`src/shared/itc_pkg.sv`:
```
// constants, encodings and cost tables for the instruction cycle timing block
// assumes a single processor clock; all figures are counted in its periods
// Summary of operation
// RULE1: every read or write bus cycle lasts four clocks when memory answers at once.
// RULE2: slow memory stretches the bus cycle; each wait clock adds to the total.
// RULE3: each operation reports total clocks, read cycles and write cycles.
// RULE4: clocks not spent in bus cycles are idle clocks for internal work.
// RULE5: an instruction total includes its own fetch and all operand fetches and stores.
// RULE6: address calculation fetches extensions and operands but never writes.
// RULE7: data and address register direct cost zero clocks and zero cycles.
// RULE8: indirect and postincrement cost 4(1/0) or 8(2/0); without fetch 2 and 4.
// RULE9: predecrement 6(1/0) or 10(2/0); displacement 8(2/0) or 12(3/0); no fetch 4.
// RULE10: indexed 10(2/0) or 14(3/0), no fetch 8(1/0); absolute short 8, 12, 4(1/0).
// RULE11: absolute long 12(3/0), 16(4/0), no fetch 8(2/0); pc displacement 8 or 12.
// RULE12: pc indexed 10(2/0) or 14(3/0); immediate 4(1/0) or 8(2/0).
// RULE13: index register size never changes the time of any indexed mode.
// RULE14: move totals include instruction fetch, source reads and destination writes.
// RULE15: register moves cost 4, 8, 12, 14 or 16 clocks by destination mode.
// RULE16: loop move continues in 10(0/1); terminates in 18 or 16 with two reads.
// RULE17: each reported total is the table figure plus all inserted wait clocks.
package itc_pkg;

  localparam int unsigned BUS_CYCLE_CLKS   = 4;
  localparam logic [5:0] MOVE_BASE_CLKS    = 6'h04;
  localparam logic [5:0] LOOP_CONT_CLKS    = 6'h0A;
  localparam logic [5:0] LOOP_TERM_CC_CLKS = 6'h12;
  localparam logic [5:0] LOOP_TERM_EX_CLKS = 6'h10;
  localparam logic [2:0] LOOP_TERM_READS   = 3'h2;

  typedef enum logic [3:0] {
    ITC_EA_DREG, ITC_EA_AREG, ITC_EA_IND, ITC_EA_POSTINC, ITC_EA_PREDEC, ITC_EA_DISP,
    ITC_EA_INDEX, ITC_EA_ABS_W, ITC_EA_ABS_L, ITC_EA_PC_DISP, ITC_EA_PC_INDEX, ITC_EA_IMM
  } itc_mode_t;

  typedef enum logic [2:0] {
    ITC_OP_EA_CALC, ITC_OP_MOVE_BW, ITC_OP_LOOP_CONT, ITC_OP_LOOP_TERM_CC,
    ITC_OP_LOOP_TERM_EX
  } itc_op_t;

  typedef struct packed {
    logic       ok;
    logic [5:0] n;
    logic [2:0] r;
    logic [1:0] w;
  } itc_cost_t;

  // byte/word fetch cost; with fetch, long adds one read of 4 clocks for memory modes
  function automatic itc_cost_t itc_ea_cost(input itc_mode_t m, input logic lng,
                                            input logic fetch);
    itc_cost_t c;
    c = '{ok: 1'b1, n: 6'h00, r: 3'h0, w: 2'h0};
    if (fetch) begin
      case (m)
        ITC_EA_DREG, ITC_EA_AREG: c.n = 6'h00; // RULE7
        ITC_EA_IND, ITC_EA_POSTINC: begin c.n = 6'h04; c.r = 3'h1; end
        ITC_EA_PREDEC: begin c.n = 6'h06; c.r = 3'h1; end
        ITC_EA_DISP, ITC_EA_ABS_W, ITC_EA_PC_DISP: begin c.n = 6'h08; c.r = 3'h2; end
        ITC_EA_INDEX, ITC_EA_PC_INDEX: begin c.n = 6'h0A; c.r = 3'h2; end
        ITC_EA_ABS_L: begin c.n = 6'h0C; c.r = 3'h3; end
        ITC_EA_IMM: begin c.n = 6'h04; c.r = 3'h1; end
        default: c.ok = 1'b0;
      endcase
      if (lng && m != ITC_EA_DREG && m != ITC_EA_AREG) begin // RULE8 RULE9 RULE10 RULE11 RULE12
        c.n = c.n + 6'h04;
        c.r = c.r + 3'h1;
      end
    end else begin
      case (m)
        ITC_EA_IND: c.n = 6'h02;
        ITC_EA_POSTINC, ITC_EA_PREDEC: c.n = 6'h04;
        ITC_EA_DISP: begin c.n = 6'h04; c.r = {2'h0, lng}; end
        ITC_EA_INDEX: begin c.n = 6'h08; c.r = 3'h1; end
        ITC_EA_ABS_W: begin c.n = 6'h04; c.r = 3'h1; end
        ITC_EA_ABS_L: begin c.n = 6'h08; c.r = 3'h2; end
        default: c.ok = 1'b0;
      endcase
    end
    return c;
  endfunction

  // destination share of a byte/word move
  function automatic itc_cost_t itc_dst_cost(input itc_mode_t m);
    itc_cost_t c;
    c = '{ok: 1'b1, n: 6'h00, r: 3'h0, w: 2'h1};
    case (m)
      ITC_EA_DREG, ITC_EA_AREG: c.w = 2'h0;
      ITC_EA_IND, ITC_EA_POSTINC, ITC_EA_PREDEC: c.n = 6'h04;
      ITC_EA_DISP, ITC_EA_ABS_W: begin c.n = 6'h08; c.r = 3'h1; end
      ITC_EA_INDEX: begin c.n = 6'h0A; c.r = 3'h1; end
      ITC_EA_ABS_L: begin c.n = 6'h0C; c.r = 3'h2; end // RULE15
      default: begin c.ok = 1'b0; c.w = 2'h0; end
    endcase
    return c;
  endfunction

endpackage

```
`src/design/itc_bus_cycle.sv`:
```
// one memory bus cycle: four clocks, stretched while memory is not ready
// assumes ready_sync is already synchronised to clock
`timescale 1ns/10ps
module itc_bus_cycle
  import itc_pkg::*;
(
  input  wire logic clock,
  input  wire logic rst_b,
  input  wire logic start,
  input  wire logic write_in,
  input  wire logic ready_sync,
  output logic      bus_active,
  output logic      bus_write,
  output logic      cyc_done,
  output logic      wait_clk
);
  localparam logic [1:0] LAST_PHASE = 2'(BUS_CYCLE_CLKS - 1);

  logic       active_reg;
  logic       write_reg;
  logic [1:0] phase_reg;

  assign bus_active = active_reg | start;
  assign bus_write  = active_reg ? write_reg : write_in;
  assign cyc_done   = active_reg && phase_reg == LAST_PHASE && ready_sync;  // RULE1
  assign wait_clk   = active_reg && phase_reg == LAST_PHASE && !ready_sync; // RULE2

  always_ff @(posedge clock) begin
    if (!rst_b) begin
      active_reg <= 1'b0;
      phase_reg  <= 2'h0;
      write_reg  <= 1'b0;
    end else if (start && !active_reg) begin
      active_reg <= 1'b1;
      phase_reg  <= 2'h1;
      write_reg  <= write_in;
    end else if (cyc_done) begin
      active_reg <= 1'b0;
      phase_reg  <= 2'h0;
    end else if (active_reg && phase_reg != LAST_PHASE) begin
      phase_reg <= phase_reg + 2'h1;
    end
  end
endmodule

```
`src/design/itc_timing_core.sv`:
```
// cycle-count engine: plans an operation and runs its bus and idle clocks
// assumes mem_ready comes from a pin outside the clock domain
`timescale 1ns/10ps
module itc_timing_core
  import itc_pkg::*;
(
  input  wire logic        clock,
  input  wire logic        rst_b,
  input  wire logic        req_valid,
  input  wire itc_op_t     req_op,
  input  wire itc_mode_t   req_src_mode,
  input  wire itc_mode_t   req_dst_mode,
  input  wire logic        req_long,
  input  wire logic        req_fetch,
  output logic             req_ready,
  input  wire logic        mem_ready,
  output logic             bus_active,
  output logic             bus_write,
  output logic             bus_wait,
  output logic             done,
  output logic             err,
  output logic [15:0]      total_clks,
  output logic [2:0]       read_cycles,
  output logic [1:0]       write_cycles,
  output logic [15:0]      wait_clks
);
  typedef enum logic [1:0] {ST_IDLE, ST_INTERNAL, ST_BUS} itc_state_t;

  itc_state_t state_reg;
  logic       ready_meta_reg;
  logic       ready_sync_reg;
  logic [5:0] plan_n_reg;
  logic [2:0] plan_r_reg;
  logic [1:0] plan_w_reg;
  logic [5:0] plan_idle_reg;
  logic [5:0] idle_left_reg;
  logic [2:0] reads_left_reg;
  logic [1:0] writes_left_reg;
  logic [15:0] elapsed_reg;
  logic [15:0] waits_reg;
  logic        done_reg;
  logic        err_reg;
  logic [15:0] total_reg;
  logic [15:0] wait_out_reg;
  logic        cyc_busy_reg;

  itc_cost_t  cost;
  itc_cost_t  src_c;
  itc_cost_t  dst_c;
  logic [5:0] idle_calc;
  logic       accept;
  logic       issue;
  logic       eng_done;
  logic       eng_wait;
  logic       eng_active;
  logic       finish;
  logic       has_cycles;
  logic       plan_cycles;

  // operation cost from the tables
  always_comb begin
    src_c = itc_ea_cost(req_src_mode, req_long, 1'b1);
    dst_c = itc_dst_cost(req_dst_mode);
    cost  = '{ok: 1'b0, n: 6'h00, r: 3'h0, w: 2'h0};
    case (req_op)
      ITC_OP_EA_CALC: cost = itc_ea_cost(req_src_mode, req_long, req_fetch); // RULE6 RULE7 RULE13
      ITC_OP_MOVE_BW: begin
        cost.ok = src_c.ok && dst_c.ok && !req_long;
        cost.n  = MOVE_BASE_CLKS + src_c.n + dst_c.n;                        // RULE14 RULE15
        cost.r  = 3'h1 + src_c.r + dst_c.r;                                  // RULE5
        cost.w  = dst_c.w;
      end
      ITC_OP_LOOP_CONT, ITC_OP_LOOP_TERM_CC, ITC_OP_LOOP_TERM_EX: begin
        cost.ok = (req_src_mode == ITC_EA_DREG || req_src_mode == ITC_EA_AREG) &&
                  (req_dst_mode == ITC_EA_IND || req_dst_mode == ITC_EA_POSTINC) && !req_long;
        cost.w  = 2'h1;
        if (req_op == ITC_OP_LOOP_CONT) begin
          cost.n = LOOP_CONT_CLKS;                                           // RULE16
        end else begin
          cost.n = (req_op == ITC_OP_LOOP_TERM_CC) ? LOOP_TERM_CC_CLKS : LOOP_TERM_EX_CLKS;
          cost.r = LOOP_TERM_READS;
        end
      end
      default: cost.ok = 1'b0;
    endcase
    idle_calc = cost.n - 6'(BUS_CYCLE_CLKS * (cost.r + cost.w));             // RULE4
  end

  assign req_ready   = state_reg == ST_IDLE;
  assign accept      = req_valid && req_ready;
  assign has_cycles  = reads_left_reg != 3'h0 || writes_left_reg != 2'h0;
  assign plan_cycles = plan_r_reg != 3'h0 || plan_w_reg != 2'h0;
  assign issue       = state_reg == ST_BUS && !eng_active && has_cycles;
  assign finish      = (state_reg == ST_INTERNAL && idle_left_reg == 6'h01 && !plan_cycles) ||
                       (state_reg == ST_BUS && eng_done && !has_cycles);
  assign bus_wait    = eng_wait;
  assign done        = done_reg;
  assign err         = err_reg;
  assign total_clks  = total_reg;
  assign wait_clks   = wait_out_reg;
  assign read_cycles = plan_r_reg;
  assign write_cycles = plan_w_reg;

  itc_bus_cycle u_bus (
    .clock      (clock),
    .rst_b      (rst_b),
    .start      (issue),
    .write_in   (reads_left_reg == 3'h0),
    .ready_sync (ready_sync_reg),
    .bus_active (bus_active),
    .bus_write  (bus_write),
    .cyc_done   (eng_done),
    .wait_clk   (eng_wait)
  );

  // mirrors the bus engine's busy flag; avoids a loop through its start input
  always_ff @(posedge clock) begin
    if (!rst_b) begin
      cyc_busy_reg <= 1'b0;
    end else if (issue) begin
      cyc_busy_reg <= 1'b1;
    end else if (eng_done) begin
      cyc_busy_reg <= 1'b0;
    end
  end

  assign eng_active = cyc_busy_reg;

  always_ff @(posedge clock) begin
    if (!rst_b) begin
      ready_meta_reg <= 1'b0;
      ready_sync_reg <= 1'b0;
    end else begin
      ready_meta_reg <= mem_ready;
      ready_sync_reg <= ready_meta_reg;
    end
  end

  // plan capture
  always_ff @(posedge clock) begin
    if (!rst_b) begin
      plan_n_reg    <= 6'h00;
      plan_r_reg    <= 3'h0;
      plan_w_reg    <= 2'h0;
      plan_idle_reg <= 6'h00;
    end else if (accept) begin
      plan_n_reg    <= cost.ok ? cost.n : 6'h00;                             // RULE3
      plan_r_reg    <= cost.ok ? cost.r : 3'h0;
      plan_w_reg    <= cost.ok ? cost.w : 2'h0;
      plan_idle_reg <= cost.ok ? idle_calc : 6'h00;
    end
  end

  // sequencing: internal idle clocks first, then reads, then writes
  always_ff @(posedge clock) begin
    if (!rst_b) begin
      state_reg       <= ST_IDLE;
      idle_left_reg   <= 6'h00;
      reads_left_reg  <= 3'h0;
      writes_left_reg <= 2'h0;
    end else begin
      case (state_reg)
        ST_IDLE: begin
          if (accept && cost.ok) begin
            idle_left_reg   <= idle_calc;
            reads_left_reg  <= cost.r;
            writes_left_reg <= cost.w;
            if (idle_calc != 6'h00) begin
              state_reg <= ST_INTERNAL;
            end else if (cost.r != 3'h0 || cost.w != 2'h0) begin
              state_reg <= ST_BUS;
            end
          end
        end
        ST_INTERNAL: begin
          idle_left_reg <= idle_left_reg - 6'h01;                            // RULE4
          if (idle_left_reg == 6'h01) begin
            state_reg <= plan_cycles ? ST_BUS : ST_IDLE;
          end
        end
        ST_BUS: begin
          if (issue && reads_left_reg != 3'h0) begin
            reads_left_reg <= reads_left_reg - 3'h1;
          end else if (issue) begin
            writes_left_reg <= writes_left_reg - 2'h1;
          end
          if (finish) begin
            state_reg <= ST_IDLE;
          end
        end
        default: state_reg <= ST_IDLE;
      endcase
    end
  end

  // elapsed and wait accounting
  always_ff @(posedge clock) begin
    if (!rst_b) begin
      elapsed_reg <= 16'h0000;
      waits_reg   <= 16'h0000;
    end else if (accept) begin
      elapsed_reg <= 16'h0000;
      waits_reg   <= 16'h0000;
    end else if (state_reg != ST_IDLE) begin
      elapsed_reg <= elapsed_reg + 16'h0001;                                 // RULE2
      waits_reg   <= waits_reg + {15'h0000, eng_wait};
    end
  end

  // report
  always_ff @(posedge clock) begin
    if (!rst_b) begin
      done_reg     <= 1'b0;
      err_reg      <= 1'b0;
      total_reg    <= 16'h0000;
      wait_out_reg <= 16'h0000;
    end else begin
      done_reg <= finish || (accept && (!cost.ok || cost.n == 6'h00));
      err_reg  <= accept && !cost.ok;
      if (finish) begin
        total_reg    <= elapsed_reg + 16'h0001;                              // RULE17
        wait_out_reg <= waits_reg;
      end else if (accept) begin
        total_reg    <= 16'h0000;
        wait_out_reg <= 16'h0000;
      end
    end
  end
endmodule

```
`config.mk`:
```
export PLATFORM = sky130hd
export DESIGN_NAME = itc_timing_core
export DESIGN_NICKNAME = d
export VERILOG_FILES = /design/src/shared/itc_pkg.sv /design/src/design/itc_bus_cycle.sv /design/src/design/itc_timing_core.sv
export SDC_FILE = /design/constraint.sdc
export NUM_CORES = 1
export LEC_CHECK = 0
export BUFFER_PORTS_ARGS = -buffer_cell sky130_fd_sc_hd__clkbuf_2
export CORE_MARGIN = 5
export CORE_UTILIZATION = 43
export CTS_CLUSTER_DIAMETER = 50
export CTS_CLUSTER_SIZE = 40
export DETAILED_ROUTE_END_ITERATION = 16
export PLACE_DENSITY = 0.67
export SYNTH_ARGS = -nofsm -noshare
export SYNTH_HDL_FRONTEND = slang
export SYNTH_SLANG_ARGS = --single-unit
```
`constraint.sdc`:
```
create_clock -name clock -period 6.1 [get_ports clock]
set_clock_uncertainty 0.15 [all_clocks]
set_input_delay 0.305 -clock clock [delete_from_list [all_inputs] [get_ports clock]]
set_output_delay 0.305 -clock clock [all_outputs]
set_load 0.01 [all_outputs]
```
==> qor.yml <==
run_status:
  status: "complete, no violations"
synth:
  synth_edf_count: 0
  synth_nets: 701
  syn-instance-count: 658
  synth_top_area_share_pct: 34.3
  syn_area_per_cell_sq_um: 7.98
  yosys_register_bits: 90
  synthFlopType: "dfxtp_1"
  yosys_warnings: 0
  async_flop_share_pct: 0
  synth_area_sq_um: 5250
  synth.most_common_cell: "dfxtp_1"
  synth_common_cells: "dfxtp_1, nand2_1, a21oi_1"
  ys_top_cells_by_area: "dfxtp_1, a21oi_1, nand2_1"
  synthDistinctLibCells: 76
  yosysTopAreaCell: "dfxtp_1"
  yosysSeqAreaShare_pct: 34.3
die:
  ios: 60
  dieArea_sq_um: 14500
  core_sq_um: 12000
  fp.dieW_microns: 120
  rows: 40
  fp.dieH_microns: 120
  start_util_pct: 43.7
global_routing:
  grt_pass1_vias: 4433
  grt_pass1_wl_microns: 21200
  grt_usage_pct: 17.6
  grt_max_degree: 34
  grt-ovfl-total: 0
  antenna_found_initial: 0
clock_tree:
  htreeDepth: 3
  post_cts_buffers: 0
  postCtsResizedCells: 0
  clockBufferDepth: 2
  cts_root_buffer: "clkbuf_16"
  insertion_delay_ns: 0.33
  cts_buffers: 9
  cts_tree: "built"
  numClockSinks: 90
  path_clk_slew_ns: 0.06
  cts.hold.buffers_added: 0
setup_path:
  r2r_slack_ns: 2.70
  arrival_ns: 4.75
  cp_top_family: "simple AND/OR/NAND/NOR gates"
  r2r_cells: 6
  critPathMaxFanout: 18
  r2r-start: "state_reg[0]$_SDFFE_PN0P_"
  regToRegEndpoint: "waits_reg[1]$_SDFFE_PP0N_"
  crit_chain: "clkbuf_2 -> nor2b_1 -> o32ai_1 -> ha_1 -> nor2_1 -> nor3_1 -> fa_1 -> o21a_1 -> or3_4 -> ha_1 -> inv_1 -> fa_1 -> xor2_1 -> nor3b_1 -> o211ai_1 -> nor4bb_1 -> mux2i_1 -> o31ai_2"
  path_buf_inv: 2
  path_class: "in2reg"
  cp.required_ns: 6.21
  start_kind: "input port"
  cp-end-kind: "register"
  slowest_stage: "fa_1"
  slowest_delay_ns: 0.47
place:
  placed_area_sq_um: 5540
  hpwlAfterDp_microns: 9320
  place_congestion: 0.896
  port-buffer-count: 58
  dp.cells: 827
power:
  p_seq_share_pct: 43.9
  combPwrFrac_pct: 12.7
  power.leakage_uw: 0.00220
  p_per_area_nw_per_um2: 232
  switching_share_pct: 24.8
  clkPwrFrac_pct: 43.4
  p_sw_uw: 338
  internal_power_uw: 1020
  irDropWorstVdd_mv: 0.141
timing:
  slew_violations: 0
  finalCriticalPeriod_ns: 4.64
  fmaxAchievable_mhz: 216
  worst_slew_pin_slew_ns: 1.07
  rsz0062_at_grt: "no"
  slew_headroom_pct: 28.6
  min_period_over_period_pct: 76.1
  tns_ns: 0
  hold_viol: 0
  setup_viol: 0
hold_path:
  holdPathEnd: "ready_meta_reg$_SDFF_PN0_"
  worst_hold_path.num_cells: 2
  hp-class: "in2reg"
  min-delay-start: "mem_ready"
cells_and_area:
  drive_gt1_share_pct: 14.1
  final_cells: 843
  nFillCells: 1175
  nets: 734
  num_antenna_cells: 0
  areaGrowthSynthToFinish_pct: 11.7
  fin_area_sq_um: 5860
routing:
  met2_length_microns: 6210
  vias_per_cell: 5.68
  drtIter0Drc: 349
  wl_microns: 12900
  vias: 4788
  drt_pre_antenna_iters: 5
  route.met3.wl_microns: 703
  drc: 0
  wl_per_cell_microns: 15.3
  final_antenna_net_count: 0
  drt-met1-wl_microns: 5750
  highest_layer: "met4"
run:
  maxCapViolCount: 0
-- logic make-up (layout without fill, tap and decap cells) --
| logic type | count (synthesis) | in the layout | share of synthesized area, % |
|---|---|---|---|
| other | 1 | 1 | 0.0714 |
| and+or+nand+nor | 266 | 266 | 25.3 |
| adders and majority gates | 26 | 26 | 6.63 |
| muxes | 3 | 3 | 0.596 |
| DFF | 90 | 90 | 34.3 |
| xor gates and xnor gates | 45 | 45 | 7.51 |
| AOI/OAI and AO/OA | 163 | 163 | 19.8 |
| buffers and inverters | 64 | 102 | 5.70 |
-- worst max path at each step --
stage | slack, ns | depth (start not counted) | startpoint | end
after floorplan | 1.60 | 20 | req_src_mode[1] | state_reg[1]$_SDFFE_PN0P_
after global placement | 1.30 | 19 | req_src_mode[2] | state_reg[1]$_SDFFE_PN0P_
after detailed placement | 1.17 | 19 | req_src_mode[2] | state_reg[1]$_SDFFE_PN0P_
after CTS | 1.52 | 18 | req_src_mode[3] | state_reg[1]$_SDFFE_PN0P_
after global routing | 1.20 | 17 | req_src_mode[1] | state_reg[1]$_SDFFE_PN0P_
final | 1.46 | 18 | req_src_mode[3] | state_reg[1]$_SDFFE_PN0P_
-- cell usage in the layout, fill, tap and decap left out, types with 3 or more instances in the layout --
| cell | netlist | routed |
|---|---|---|
| a211oi_1 | 12 | 12 |
| clkbuf_16 | 0 | 9 |
| buf_4 | 4 | 3 |
| inv_1 | 23 | 23 |
| o21a_1 | 4 | 4 |
| clkbuf_2 | 0 | 58 |
| xnor2_1 | 21 | 21 |
| dfxtp_1 | 90 | 90 |
| and2_1 | 5 | 5 |
| or3_1 | 12 | 12 |
| fa_1 | 3 | 3 |
| nand3b_1 | 3 | 3 |
| xor2_1 | 24 | 24 |
| a21oi_1 | 70 | 70 |
| and3_1 | 7 | 7 |
| nand3_1 | 43 | 43 |
| a31oi_1 | 8 | 8 |
| a211o_1 | 3 | 3 |
| nor2_1 | 62 | 62 |
| nor3b_1 | 5 | 5 |
| nand4_1 | 5 | 5 |
| nor3_1 | 10 | 10 |
| nor2b_1 | 11 | 11 |
| nand2_1 | 79 | 79 |
| a22oi_1 | 4 | 4 |
| ha_1 | 23 | 23 |
| o21ai_0 | 25 | 25 |
| o32ai_1 | 5 | 5 |
-- final cells by class --
type                            count  area, sq um  area share, %
Clock buffer                       11          243           4.14
Clock inverter                      5         77.6           1.32
Inverter                           25         93.8           1.60
Multi-Input combinational cell    504         3150           53.7
Sequential cell                    90         1800           30.7
Tap cell                          147          184           3.14
Timing Repair Buffer               61          313           5.33
-- metrics by stage --
stage	hold slack (ns)	power (uW)	utilization, %	worst slack, ns
finish	0.0252	1360	48.8	1.46
detailed placement	0.276	782	46.2	1.17
global route	0.0300	1430	48.8	1.20
floorplan	0.262	741	-	1.60
CTS	0.0162	1380	48.8	1.52
global placement	0.267	777	46.2	1.30
-- layer usage --
| metal | up-vias | track usage (%) |
|---|---|---|
| li1 | 2384 | - |
| met1 | 2276 | 22.1 |
| met2 | 110 | 30.2 |
| met3 | 18 | 3.46 |
| met4 | 0 | 5.95 |
| met5 | - | 0 |
-- power by group through the flow --
| stage | Sequential [uW] | Combinational [uW] | Clock [uW] |
|---|---|---|---|
| 6_report | 598 | 173 | 591 |
| 5_1_grt | 598 | 194 | 635 |
| 4_1_cts | 598 | 173 | 607 |
| 3_5_place_dp | 611 | 171 | 0 |
| 3_3_place_gp | 611 | 167 | 0 |
| 2_1_floorplan | 611 | 131 | 0 |
Power figures use the tool's default switching activity.
